===== src/mpc_pkg.sv =====
// Constants, register map and field positions of the monitor pin control block
package mpc_pkg;

  // ==========================================================================
  // Clock and timing
  localparam int CLK_HZ = 20_000_000;
  localparam int RESET_PULSE_MS = 45;
  localparam int INTRUSION_PULSE_MS = 20;
  // Least times round up to whole cycles
  localparam int RESET_PULSE_CYCLES = (RESET_PULSE_MS * CLK_HZ + 999) / 1000;
  localparam int INTRUSION_PULSE_CYCLES = (INTRUSION_PULSE_MS * CLK_HZ + 999) / 1000;
  localparam int CNT_W = 20;

  // ==========================================================================
  // Register bus
  localparam int ADDR_W = 8;
  localparam int DATA_W = 8;
  localparam logic [7:0] CONFIG_OFFSET = 8'h40;
  localparam logic [7:0] STATUS_OFFSET = 8'h41;
  localparam logic [7:0] MASK_OFFSET = 8'h43;
  localparam logic [7:0] ID_LOW_OFFSET = 8'h47;
  localparam logic [7:0] ID_HIGH_OFFSET = 8'h49;
  localparam logic [7:0] ID_ROLE_OFFSET = 8'h4A;
  localparam logic [7:0] CHAN_CFG_OFFSET = 8'h4B;

  // ==========================================================================
  // Fields
  localparam int CFG_INT_EN_BIT = 1;
  localparam int CFG_RESET_PULSE_BIT = 4;
  localparam int CFG_INTRUSION_BIT = 6;
  localparam int ID_W = 5;
  localparam int ST_RESET_DONE_BIT = 5;
  localparam int ST_INTRUSION_DONE_BIT = 6;
  localparam int CHAN_DIODE_BIT = 0;

  // ==========================================================================
  // Reset values
  localparam logic [7:0] CONFIG_RESET = 8'h00;
  localparam logic [7:0] STATUS_RESET = 8'h00;
  localparam logic [7:0] MASK_RESET = 8'h00;
  localparam logic [4:0] ID_ROLE_RESET = 5'h00;
  localparam logic [7:0] CHAN_CFG_RESET = 8'h00;

endpackage : mpc_pkg


===== src/mpc_if.sv =====
// Interfaces joining the pin control top to its pulse timers and id capture
`timescale 1ns/100ps
interface mpc_pulse_if;
  logic start;
  logic busy;
  logic done;
  modport timer (input start, output busy, output done);
  modport ctrl (output start, input busy, input done);
endinterface : mpc_pulse_if

interface mpc_id_if;
  logic [4:0] role;
  logic [4:0] level;
  logic [4:0] irq_evt;
  modport capture (input role, output level, output irq_evt);
  modport ctrl (output role, input level, input irq_evt);
endinterface : mpc_id_if


===== src/mpc_pulse_timer.sv =====
// Timed low pulse generator for an open-drain pin
`timescale 1ns/100ps
module mpc_pulse_timer #(
  parameter int CYCLES = 1
) (
  input wire logic clk,
  input wire logic reset,
  mpc_pulse_if.timer pulse
);
  import mpc_pkg::*;

  localparam logic [CNT_W-1:0] LAST = CNT_W'(CYCLES - 1);

  logic busy_q;
  logic done_q;
  logic [CNT_W-1:0] cnt_q;
  wire logic launch = pulse.start && !busy_q;
  wire logic at_end = busy_q && (cnt_q == '0);

  // ==========================================================================
  // Counter on the block clock, busy for exactly CYCLES cycles
  always_ff @(posedge clk) begin
    if (reset) begin
      busy_q <= 1'b0;
      done_q <= 1'b0;
      cnt_q <= '0;
    end else begin
      done_q <= at_end;
      if (launch) begin
        busy_q <= 1'b1;
        cnt_q <= LAST;
      end else if (at_end) begin
        busy_q <= 1'b0;
      end else if (busy_q) begin
        cnt_q <= cnt_q - CNT_W'(1);
      end
    end
  end

  assign pulse.busy = busy_q;
  assign pulse.done = done_q;
endmodule : mpc_pulse_timer


===== src/mpc_id_capture.sv =====
// Sampling of the core id inputs and falling-edge events in interrupt role
`timescale 1ns/100ps
module mpc_id_capture (
  input wire logic clk,
  input wire logic reset,
  input wire logic [4:0] pins,
  mpc_id_if.capture id
);
  import mpc_pkg::*;

  logic [ID_W-1:0] level_q;
  logic [ID_W-1:0] prev_q;
  logic [ID_W-1:0] evt_q;
  wire logic [ID_W-1:0] fall = prev_q & ~level_q;

  always_ff @(posedge clk) begin
    if (reset) begin
      level_q <= '1;
      prev_q <= '1;
      evt_q <= '0;
    end else begin
      level_q <= pins;
      prev_q <= level_q;
      evt_q <= fall & id.role;
    end
  end

  assign id.level = level_q;
  assign id.irq_evt = evt_q;
endmodule : mpc_id_capture


===== src/mpc_pin_ctrl.sv =====
// Pin control logic of the hardware monitor: interrupt, reset, test and id pins
`timescale 1ns/100ps
// Contract
// - The interrupt pin is driven only while config bit 1 is one, otherwise released.
// - Config bit 1 is cleared by reset so the interrupt pin starts disabled.
// - The interrupt pin is open drain, only ever pulled low.
// - Writing one to config bit 4 pulls the reset pin low through an open drain.
// - Each generated reset pulse lasts at least 45 ms before release.
// - An external low on the reset pin resets the block.
// - A high test-select pin places the device in connectivity test mode.
// - Without test mode the test-select pin serves as the analog output.
// - The five id inputs are sampled as digital levels.
// - Id inputs zero to three are readable in one status register.
// - Id input four is readable in a separate status register.
// - Each id input can be set to interrupt role, giving an interrupt source instead.
// - The second channel pins are selectable between voltage and diode mode.
// - Config bit 6 drives the intrusion line low for at least 20 ms.
module mpc_pin_ctrl #(
  parameter int RESET_PULSE_LEN = mpc_pkg::RESET_PULSE_CYCLES,
  parameter int INTRUSION_PULSE_LEN = mpc_pkg::INTRUSION_PULSE_CYCLES
) (
  input wire logic clk,
  input wire logic reset,
  input wire logic [mpc_pkg::ADDR_W-1:0] reg_addr,
  input wire logic [mpc_pkg::DATA_W-1:0] reg_wdata,
  input wire logic reg_we,
  input wire logic reg_re,
  output logic [mpc_pkg::DATA_W-1:0] reg_rdata,
  output logic irq,
  output logic int_pin_out,
  output logic int_pin_oe_n,
  input wire logic reset_pin_in,
  output logic reset_pin_out,
  output logic reset_pin_oe_n,
  input wire logic chassis_intrusion_line_in,
  output logic chassis_intrusion_line_out,
  output logic chassis_intrusion_line_oe_n,
  input wire logic test_select_or_analog_out,
  output logic test_mode,
  output logic analog_out_en,
  input wire logic core_id_bit0_or_irq_in,
  input wire logic core_id_bit1_or_irq_in,
  input wire logic core_id_bit2_or_irq_in,
  input wire logic core_id_bit3_or_irq_in,
  input wire logic core_id_bit4_or_irq_in,
  output logic second_channel_diode_mode
);
  import mpc_pkg::*;

  // ==========================================================================
  // State
  logic [7:0] config_q;
  logic [7:0] status_q;
  logic [7:0] mask_q;
  logic [ID_W-1:0] id_role_q;
  logic [7:0] chan_cfg_q;
  logic [7:0] rdata_q;
  logic irq_q;
  logic int_oe_n_q;
  logic reset_oe_n_q;
  logic intrusion_oe_n_q;
  logic test_mode_q;
  logic analog_en_q;
  logic diode_q;
  logic intrusion_seen_q;

  mpc_pulse_if reset_pulse ();
  mpc_pulse_if intrusion_pulse ();
  mpc_id_if id ();

  // ==========================================================================
  // Block reset: port reset or a low on the reset pin not caused by ourselves
  wire logic ext_reset_req = !reset_pin_in && reset_oe_n_q;
  wire logic rst = reset || ext_reset_req;

  // ==========================================================================
  // Address decode
  function automatic logic hit(input logic [7:0] a, input logic [7:0] off);
    return a == off;
  endfunction : hit

  wire logic wr_config = reg_we && hit(reg_addr, CONFIG_OFFSET);
  wire logic wr_status = reg_we && hit(reg_addr, STATUS_OFFSET);
  wire logic wr_mask = reg_we && hit(reg_addr, MASK_OFFSET);
  wire logic wr_role = reg_we && hit(reg_addr, ID_ROLE_OFFSET);
  wire logic wr_chan = reg_we && hit(reg_addr, CHAN_CFG_OFFSET);

  // Pulse requests launch on a written one; a request during a pulse is ignored
  assign reset_pulse.start = wr_config && reg_wdata[CFG_RESET_PULSE_BIT];
  assign intrusion_pulse.start = wr_config && reg_wdata[CFG_INTRUSION_BIT];

  // ==========================================================================
  // Sub-blocks
  mpc_pulse_timer #(
    .CYCLES(RESET_PULSE_LEN)
  ) u_reset_timer (
    .clk(clk),
    .reset(rst),
    .pulse(reset_pulse)
  );

  mpc_pulse_timer #(
    .CYCLES(INTRUSION_PULSE_LEN)
  ) u_intrusion_timer (
    .clk(clk),
    .reset(rst),
    .pulse(intrusion_pulse)
  );

  mpc_id_capture u_id_capture (
    .clk(clk),
    .reset(rst),
    .pins({core_id_bit4_or_irq_in, core_id_bit3_or_irq_in, core_id_bit2_or_irq_in,
           core_id_bit1_or_irq_in, core_id_bit0_or_irq_in}),
    .id(id)
  );

  assign id.role = id_role_q;

  // ==========================================================================
  // Interrupt sources: id pins in interrupt role, end of each pulse
  wire logic [7:0] events = {1'b0, intrusion_pulse.done, reset_pulse.done, id.irq_evt};
  wire logic [7:0] status_clr = wr_status ? reg_wdata : 8'h00;
  // Set wins over a clear in the same cycle
  wire logic [7:0] status_d = (status_q & ~status_clr) | events;
  wire logic pending = |(status_d & mask_q);
  wire logic int_enable = config_q[CFG_INT_EN_BIT];

  // ==========================================================================
  // Registers
  always_ff @(posedge clk) begin
    if (rst) begin
      config_q <= CONFIG_RESET;
      status_q <= STATUS_RESET;
      mask_q <= MASK_RESET;
      id_role_q <= ID_ROLE_RESET;
      chan_cfg_q <= CHAN_CFG_RESET;
    end else begin
      status_q <= status_d;
      if (wr_config) begin
        config_q <= reg_wdata & ~(8'h01 << CFG_RESET_PULSE_BIT) & ~(8'h01 << CFG_INTRUSION_BIT);
      end
      if (wr_mask) begin
        mask_q <= reg_wdata;
      end
      if (wr_role) begin
        id_role_q <= reg_wdata[ID_W-1:0];
      end
      if (wr_chan) begin
        chan_cfg_q <= reg_wdata;
      end
    end
  end

  // ==========================================================================
  // Read path, data in the cycle after the strobe
  wire logic [7:0] config_view = config_q
    | ({7'h00, reset_pulse.busy} << CFG_RESET_PULSE_BIT)
    | ({7'h00, intrusion_pulse.busy} << CFG_INTRUSION_BIT);
  wire logic [4:0] id_val = id.level & ~id_role_q;
  wire logic [7:0] id_low_view = {4'h0, id_val[3:0]};
  wire logic [7:0] id_high_view = {7'h00, id_val[4]};
  wire logic [7:0] chan_view = chan_cfg_q;
  wire logic [7:0] role_view = {3'h0, id_role_q};

  logic [7:0] rd_mux;
  always_comb begin
    case (reg_addr)
      CONFIG_OFFSET: rd_mux = config_view;
      STATUS_OFFSET: rd_mux = status_q;
      MASK_OFFSET: rd_mux = mask_q;
      ID_LOW_OFFSET: rd_mux = id_low_view;
      ID_HIGH_OFFSET: rd_mux = id_high_view;
      ID_ROLE_OFFSET: rd_mux = role_view;
      CHAN_CFG_OFFSET: rd_mux = chan_view;
      default: rd_mux = 8'h00;
    endcase
  end

  always_ff @(posedge clk) begin
    if (rst) begin
      rdata_q <= 8'h00;
    end else begin
      rdata_q <= reg_re ? rd_mux : 8'h00;
    end
  end

  // ==========================================================================
  // Pin drivers, all open drain with active low enables
  always_ff @(posedge clk) begin
    if (rst) begin
      irq_q <= 1'b0;
      int_oe_n_q <= 1'b1;
      reset_oe_n_q <= 1'b1;
      intrusion_oe_n_q <= 1'b1;
    end else begin
      irq_q <= pending;
      int_oe_n_q <= !(int_enable && pending);
      reset_oe_n_q <= !reset_pulse.busy;
      intrusion_oe_n_q <= !intrusion_pulse.busy;
    end
  end

  // ==========================================================================
  // Test select, analog output and second channel mode
  always_ff @(posedge clk) begin
    if (rst) begin
      test_mode_q <= 1'b0;
      analog_en_q <= 1'b0;
      diode_q <= 1'b0;
      intrusion_seen_q <= 1'b0;
    end else begin
      test_mode_q <= test_select_or_analog_out;
      analog_en_q <= !test_select_or_analog_out;
      diode_q <= chan_cfg_q[CHAN_DIODE_BIT];
      intrusion_seen_q <= chassis_intrusion_line_in;
    end
  end

  assign reg_rdata = rdata_q;
  assign irq = irq_q;
  assign int_pin_out = 1'b0;
  assign int_pin_oe_n = int_oe_n_q;
  assign reset_pin_out = 1'b0;
  assign reset_pin_oe_n = reset_oe_n_q;
  assign chassis_intrusion_line_out = 1'b0;
  assign chassis_intrusion_line_oe_n = intrusion_oe_n_q;
  assign test_mode = test_mode_q;
  assign analog_out_en = analog_en_q;
  assign second_channel_diode_mode = diode_q;

endmodule : mpc_pin_ctrl


===== config.mk =====
export PLATFORM = sky130hd
export DESIGN_NAME = mpc_pin_ctrl
export DESIGN_NICKNAME = d
export VERILOG_FILES = /design/src/mpc_pkg.sv /design/src/mpc_if.sv /design/src/mpc_pulse_timer.sv /design/src/mpc_id_capture.sv /design/src/mpc_pin_ctrl.sv
export SDC_FILE = /design/constraint.sdc
export NUM_CORES = 1
export LEC_CHECK = 0
export CAP_MARGIN = 0
export CORE_ASPECT_RATIO = 0.6
export CORE_MARGIN = 4
export CORE_UTILIZATION = 39
export CTS_CLUSTER_DIAMETER = 40
export CTS_CLUSTER_SIZE = 10
export DETAILED_ROUTE_END_ITERATION = 16
export DONT_BUFFER_PORTS = 1
export PLACE_DENSITY = 0.62
export SYNTH_ARGS = -nofsm -noshare
export SYNTH_HDL_FRONTEND = slang
export SYNTH_SLANG_ARGS = --single-unit

===== constraint.sdc =====
create_clock -name clk -period 4.32 [get_ports clk]
set_input_delay 0.216 -clock clk [delete_from_list [all_inputs] [get_ports clk]]
set_output_delay 0.216 -clock clk [all_outputs]
set_load 0.01 [all_outputs]

Yosys cells after proc, flatten, opt, wreduce, memory -nomap -nowiden

Index checks and enable logic that the tools add are counted.

Word-level logic and storage cells: 94
Bits in registers: 109
Output and inout bits: 18

Add/subtract/negate cells: 2
Muxes and demuxes: 12
Reductions and logical operators: 33
Bitwise gates (word level): 14
Equal/unequal tests: 9

Operators with widths:

| cell                                                                  | count |
|---|---|
| 20-bit two-way mux                                                    | 3 |
| 19-bit two-way mux                                                    | 3 |
| 8-bit by 7-bit equality test with 1-bit output, second input constant | 7 |
| 8-bit case mux with 7 select lines                                    | 1 |
| 20-bit logical NOT                                                    | 2 |
| 20-bit by 1-bit subtractor with 20-bit output, second input constant  | 2 |
| 8-bit AND                                                             | 2 |
| 8-bit by 7-bit bitwise OR with 8-bit output                           | 2 |
| 5-bit AND                                                             | 3 |
| 1-bit logical AND                                                     | 13 |
| 5-bit NOT                                                             | 2 |
| 8-bit two-way mux                                                     | 1 |
| 8-bit NOT                                                             | 1 |
| 8-bit by 5-bit bitwise OR with 8-bit output                           | 1 |
| 2-bit AND reduction                                                   | 4 |
| 2-bit nonzero test                                                    | 4 |
| 8-bit OR reduction                                                    | 1 |
| 2-bit OR reduction                                                    | 3 |
| 1-bit logical NOT                                                     | 5 |
| 1-bit two-way mux                                                     | 4 |
| 2-bit by 1-bit != test with 1-bit output, second input constant       | 2 |
| 1-bit NOT                                                             | 3 |
| 1-bit logical OR                                                      | 1 |

Longest topological paths before layout

Word-level depth: 10
Gate-level depth with buffers: 8
Mapped depth without buffers: 7

Modules after synthesis

From an unflattened synthesis, not the netlist that was laid out.

Cell total of the unflattened synthesis: 579
Area total of the unflattened synthesis: 5178.7 sq um

By module, submodules not included:

| module                               | times used | cells an instance | area each (sq um) |
|---|---|---|---|
| mpc_pin_ctrl                         | 1          | 270               | 2299.7 |
| mpc_pulse_timer at u_reset_timer     | 1          | 139               | 1226.2 |
| mpc_pulse_timer at u_intrusion_timer | 1          | 139               | 1216.2 |
| mpc_id_capture                       | 1          | 31                | 436.7 |

Worst setup path before layout

OpenSTA, ideal clock, no wires.

Kind: flip-flop to flip-flop
Start: reg u_reset_timer.cnt_q[3]
End: reg u_reset_timer.cnt_q[2]
Arrival time: 1.998 ns
Setup time: 0.139 ns
Slack: 2.183 ns
Stages on the path, launching flop included: 7
Required time: 4.181 ns
Path through: dfxtp_1 > or4_1 > buf_2 > nor3_1 > a21boi_0 > a211oi_1 > a311oi_1

Cells in the longest elaborated chain, start to end: 4

RTL lines:

| what                                               | RTL line              | text |
|---|---|---|
| from (decl)                                        | mpc_pulse_timer.sv:16 | `logic [CNT_W-1:0] cnt_q;` |
| from (signal assigned)                             | mpc_pulse_timer.sv:35 | `cnt_q <= cnt_q - CNT_W'(1);` |
| 20-bit logical NOT                                 | mpc_pulse_timer.sv:18 | `wire logic at_end = busy_q && (cnt_q == '0);` |
| 1-bit logical AND                                  | mpc_pulse_timer.sv:18 |  |
| 2-bit by 1-bit != test with 1-bit output (no line) | --                    |  |
| 2-bit AND reduction (no line)                      | --                    |  |

No other way between the ends.
A chain may end at the register's enable or synchronous reset.

Final worst setup path

Same ends and word-level chain as after synthesis.

==> Flow_metrics.wiki <==
{| class="wikitable"
! Metric !! Value
|-
| Period Utilization, post-route || a little over three fifths
|-
| Fraction of the core area covered by cells at the end of the flow || 45.2%
|-
| Unique cell type count in the Yosys netlist || 59
|-
| Final worst setup slack || between 1.5 and 2 ns
|-
| Total wirelength of the detailed-routed design || between 10000 and 15000 um
|-
| Number of buffers inserted by post-CTS setup repair || 0
|-
| Peak VDD IR || 0.000190 V
|-
| Hold violation count in the final report || 0
|-
| Clock latency of the later-clocked register in the worst-skew pair || around 0.35 ns
|-
| DRC marker count from the first detailed-route iteration || 346
|-
| Slew margin rel. || a little under an eighth
|-
| Detailed-route DRC error count || 0
|-
| Hold WC Path Type || input pin to register
|-
| Critical path fanouts, max || 8
|-
| Top post-synthesis cells by count || dfxtp_1, nand2_1, a21oi_1
|-
| Internal power summed over all cells || 1.62 mW
|-
| Data arrival, critical path || between 2 and 3 ns
|-
| Antenna Nets Post-Route || 0
|-
| Num Clock Sinks || approximately 110
|-
| Wire length of the first global-routing pass || around 20000 um
|-
| Slowest Stage Delay on Critical Path || 0.72 ns
|-
| Layout-stage area growth over the synthesis result || 12.0%
|-
| Number of max-cap violations || 0
|-
| Number of buffers created by CTS || 9
|-
| Fmax || 370 MHz
|-
| Routed vias || 4144
|-
| Antenna violations before repair || 0
|-
| Hold-critical path depth || 2
|-
| Category of the worst setup path launch point || register
|-
| Root Buffer || clkbuf_16
|-
| Gate count after technology mapping || roughly 570
|-
| R2R cell count || 5
|-
| Count of cells resized by post-cts repair || 0
|-
| Pin count of the biggest net entering global routing || 65
|-
| Global placement routability congestion || approximately 0.85
|-
| Overall die width || 153 um
|-
| Async set-or-reset flop fraction in the synthesized netlist || 0%
|-
| 1st-pass router iterations || 5
|-
| Gr ovfl total || 0
|-
| Total die area || 14500 um2
|-
| Library cell occupying the most area in the post-synthesis netlist || dfxtp_1
|-
| Combinational Power Share || ~2.4%
|-
| Worst Skew || roughly 0.0056 ns
|-
| Total I/O pin count || between 40 and 50
|-
| Worst hold endpoint || mask_q[4]$_SDFFE_PP0P_
|-
| Largest buffer count on any clock path || 2
|-
| Critical-path cell list || or4_1 -> nor3_1 -> a21boi_0 -> a211oi_1 -> a311oi_1
|-
| Required time worst endpoint || ~4.5 ns
|-
| Number of placement rows || 31
|-
| Total Power || roughly 2.0 mW
|-
| Source of the worst register-to-register timing path || u_reset_timer.cnt_q[3]$_SDFFE_PP0P_
|-
| Number of enable-type register cells in the synthesized netlist || 0
|-
| Post-synthesis instance area || slightly below 5000 um2
|-
| Ratio of total power to cell area || between 300 and 400 nW/um2
|-
| Clock share of power || 47.4%
|-
| Hold path start || reg_wdata[4]
|-
| Post-CTS Hold Buffers || 11
|-
| NetSw || around 0.39 mW
|-
| Final period demand of the worst path || 2.70 ns
|-
| Clock transition time at the flip-flop clock pins of the worst setup and hold paths || around 0.070 ns
|-
| Setup repair after global routing missed its margin || false
|-
| Outcome || finished clean
|-
| Worst setup timing slack at the placement stage || around 1.7 ns
|-
| Average vias per placed instance || about 5.6
|-
| Top cells by area, synth || dfxtp_1, a21oi_1, nand2_1, mux2i_1, nor2_1
|-
| Drt wl/cell || approximately 17 um
|-
| Share of the yosys chip area belonging to registers || 44.4%
|-
| Per-instance average area after synthesis || around 8.6 um2
|-
| H-tree depth || 3
|-
| Register-to-register setup slack || roughly 1.6 ns
|-
| Placeable core region || 12200 um2
|-
| Aggregate global-route resource usage || between 15 and 20%
|-
| Clock tree from TritonCTS || done
|-
| Sequential group share of total power || between 50% and 60%
|-
| Worst Hold Slack || between 0.01 and 0.015 ns
|-
| Total negative slack for setup checks || 0 ns
|-
| Area occupied by multi-input gates || around 2600 um2
|-
| Slowest cell on the critical path || nor3_1
|-
| Slew @ Worst Pin || roughly 1.3 ns
|-
| Crit Path Class || register to register
|-
| Via count of the first global-routing pass || 3664
|-
| Detailed placement HPWL || a little under 9000 um
|-
| Leak pwr || 1.79 nW
|-
| Quantity of I/O buffers inserted on ports || 0
|-
| Delay-heaviest family, CP || simple AND/OR/NAND/NOR gates
|-
| Flip-flop and latch count after synthesis || ~110
|-
| Total of warnings raised by yosys || 0
|-
| Fill cell total of the finished layout || roughly 1200
|-
| Height of the die || between 90 and 100 um
|-
| Area share of the largest cell type after synthesis || approximately 44%
|-
| Final net count || 600
|-
| Combined flip-flop and latch cell area || 2180 um2
|-
| Fraction of final layout cells sized beyond drive strength 1 || 6.29%
|-
| Number of antenna repair diodes || 0
|-
| Switching portion of total power || between 10% and 20%
|-
| Dominant cell by count in the synthesized netlist || dfxtp_1
|-
| Max-slew violation count || 0
|-
| Worst reg2reg path endpoint || u_reset_timer.cnt_q[2]$_SDFFE_PP0P_
|-
| Worst path buffer plus inverter count || 0
|-
| Capturing element type of the critical path || register
|-
| Primary flip-flop cell chosen by synthesis mapping || dfxtp_1
|-
| Final setup violation count || 0
|-
| Starting density of the core || between 40% and 50%
|}
[placed cells by master, fill, tap and decap left out, drive strengths merged, types with 10 or more instances in the layout]
master and n:
nor4 14, nand2 67, clkbuf 11, xnor2 17, dfxtp 109, nand2b 17, or3 10, dlygate4sd3 12
nor2 53, nor3 17, mux2i 20, a21oi 57, o21ai 17, nand3 14, inv 13, a211oi 15
[flip-flops by register name, summed over array words and instances (netlist names), 6 cells and up]
name,count
chan_cfg_q,8
mask_q,8
config_q,6
u_intrusion_timer.cnt_q,20
status_q,8
u_reset_timer.cnt_q,20
reg_rdata,8
[metrics by stage]
step           cell area (um2)  instances
6_report                  5500        737
3_3_place_gp              5030        710
4_1_cts                   5490        736
3_5_place_dp              5030        710
2_1_floorplan             4920        570
5_1_grt                   5500        737
[power by group through the flow]
| stage | clock, mW | sequential [mW] | combinational (mW) |
|---|---|---|---|
| global route | 1.01 | 1.01 | 0.0531 |
| floorplan | 0 | 1.03 | 0.0381 |
| global placement | 0 | 1.03 | 0.0389 |
| CTS | 0.978 | 1.01 | 0.0476 |
| finish | 0.955 | 1.01 | 0.0484 |
| detailed placement | 0 | 1.03 | 0.0393 |
[logic make-up after synthesis]
logic type      count (synthesis)  synth area share [%]
flops                         109                  44.4
simple gates                  243                  26.5
other cells                     1                0.0764
fa+ha+maj                       4                  1.02
xor+xnor                       21                  3.75
compound gates                127                  16.1
buf+inv                        41                  3.59
mux                            22                  4.53
[final cells by class]
cell class	instances	share of cell area (%)
inverters	13	0.887
clock inverters	4	1.73
repair buffers	15	2.59
multi-input cells	420	46.8
well taps	165	3.75
flip-flops and latches	109	39.7
clock buffers	11	4.60
[metal layers]
metal	part of all wire, %	GRT usage, %
met4	0.71	3.56
met5	0	0
met2	39	23.6
met3	9.1	4.58
met1	51	27.0
[how the worst max path moves through the flow]
stage                                                   start                                   end  slack, ns  cells past startpoint
after floorplan           u_reset_timer.cnt_q[3]$_SDFFE_PP0P_   u_reset_timer.cnt_q[2]$_SDFFE_PP0P_       2.18                      6
after global placement                            reg_addr[5]  u_reset_timer.cnt_q[17]$_SDFFE_PP0P_       1.71                      5
after detailed placement  u_reset_timer.cnt_q[3]$_SDFFE_PP0P_   u_reset_timer.cnt_q[2]$_SDFFE_PP0P_       1.71                      5
after CTS                 u_reset_timer.cnt_q[3]$_SDFFE_PP0P_   u_reset_timer.cnt_q[2]$_SDFFE_PP0P_       1.71                      5
after global routing      u_reset_timer.cnt_q[3]$_SDFFE_PP0P_   u_reset_timer.cnt_q[2]$_SDFFE_PP0P_       1.50                      5
final                     u_reset_timer.cnt_q[3]$_SDFFE_PP0P_   u_reset_timer.cnt_q[2]$_SDFFE_PP0P_       1.62                      5
Note: power is estimated with default switching activity, not from simulation.
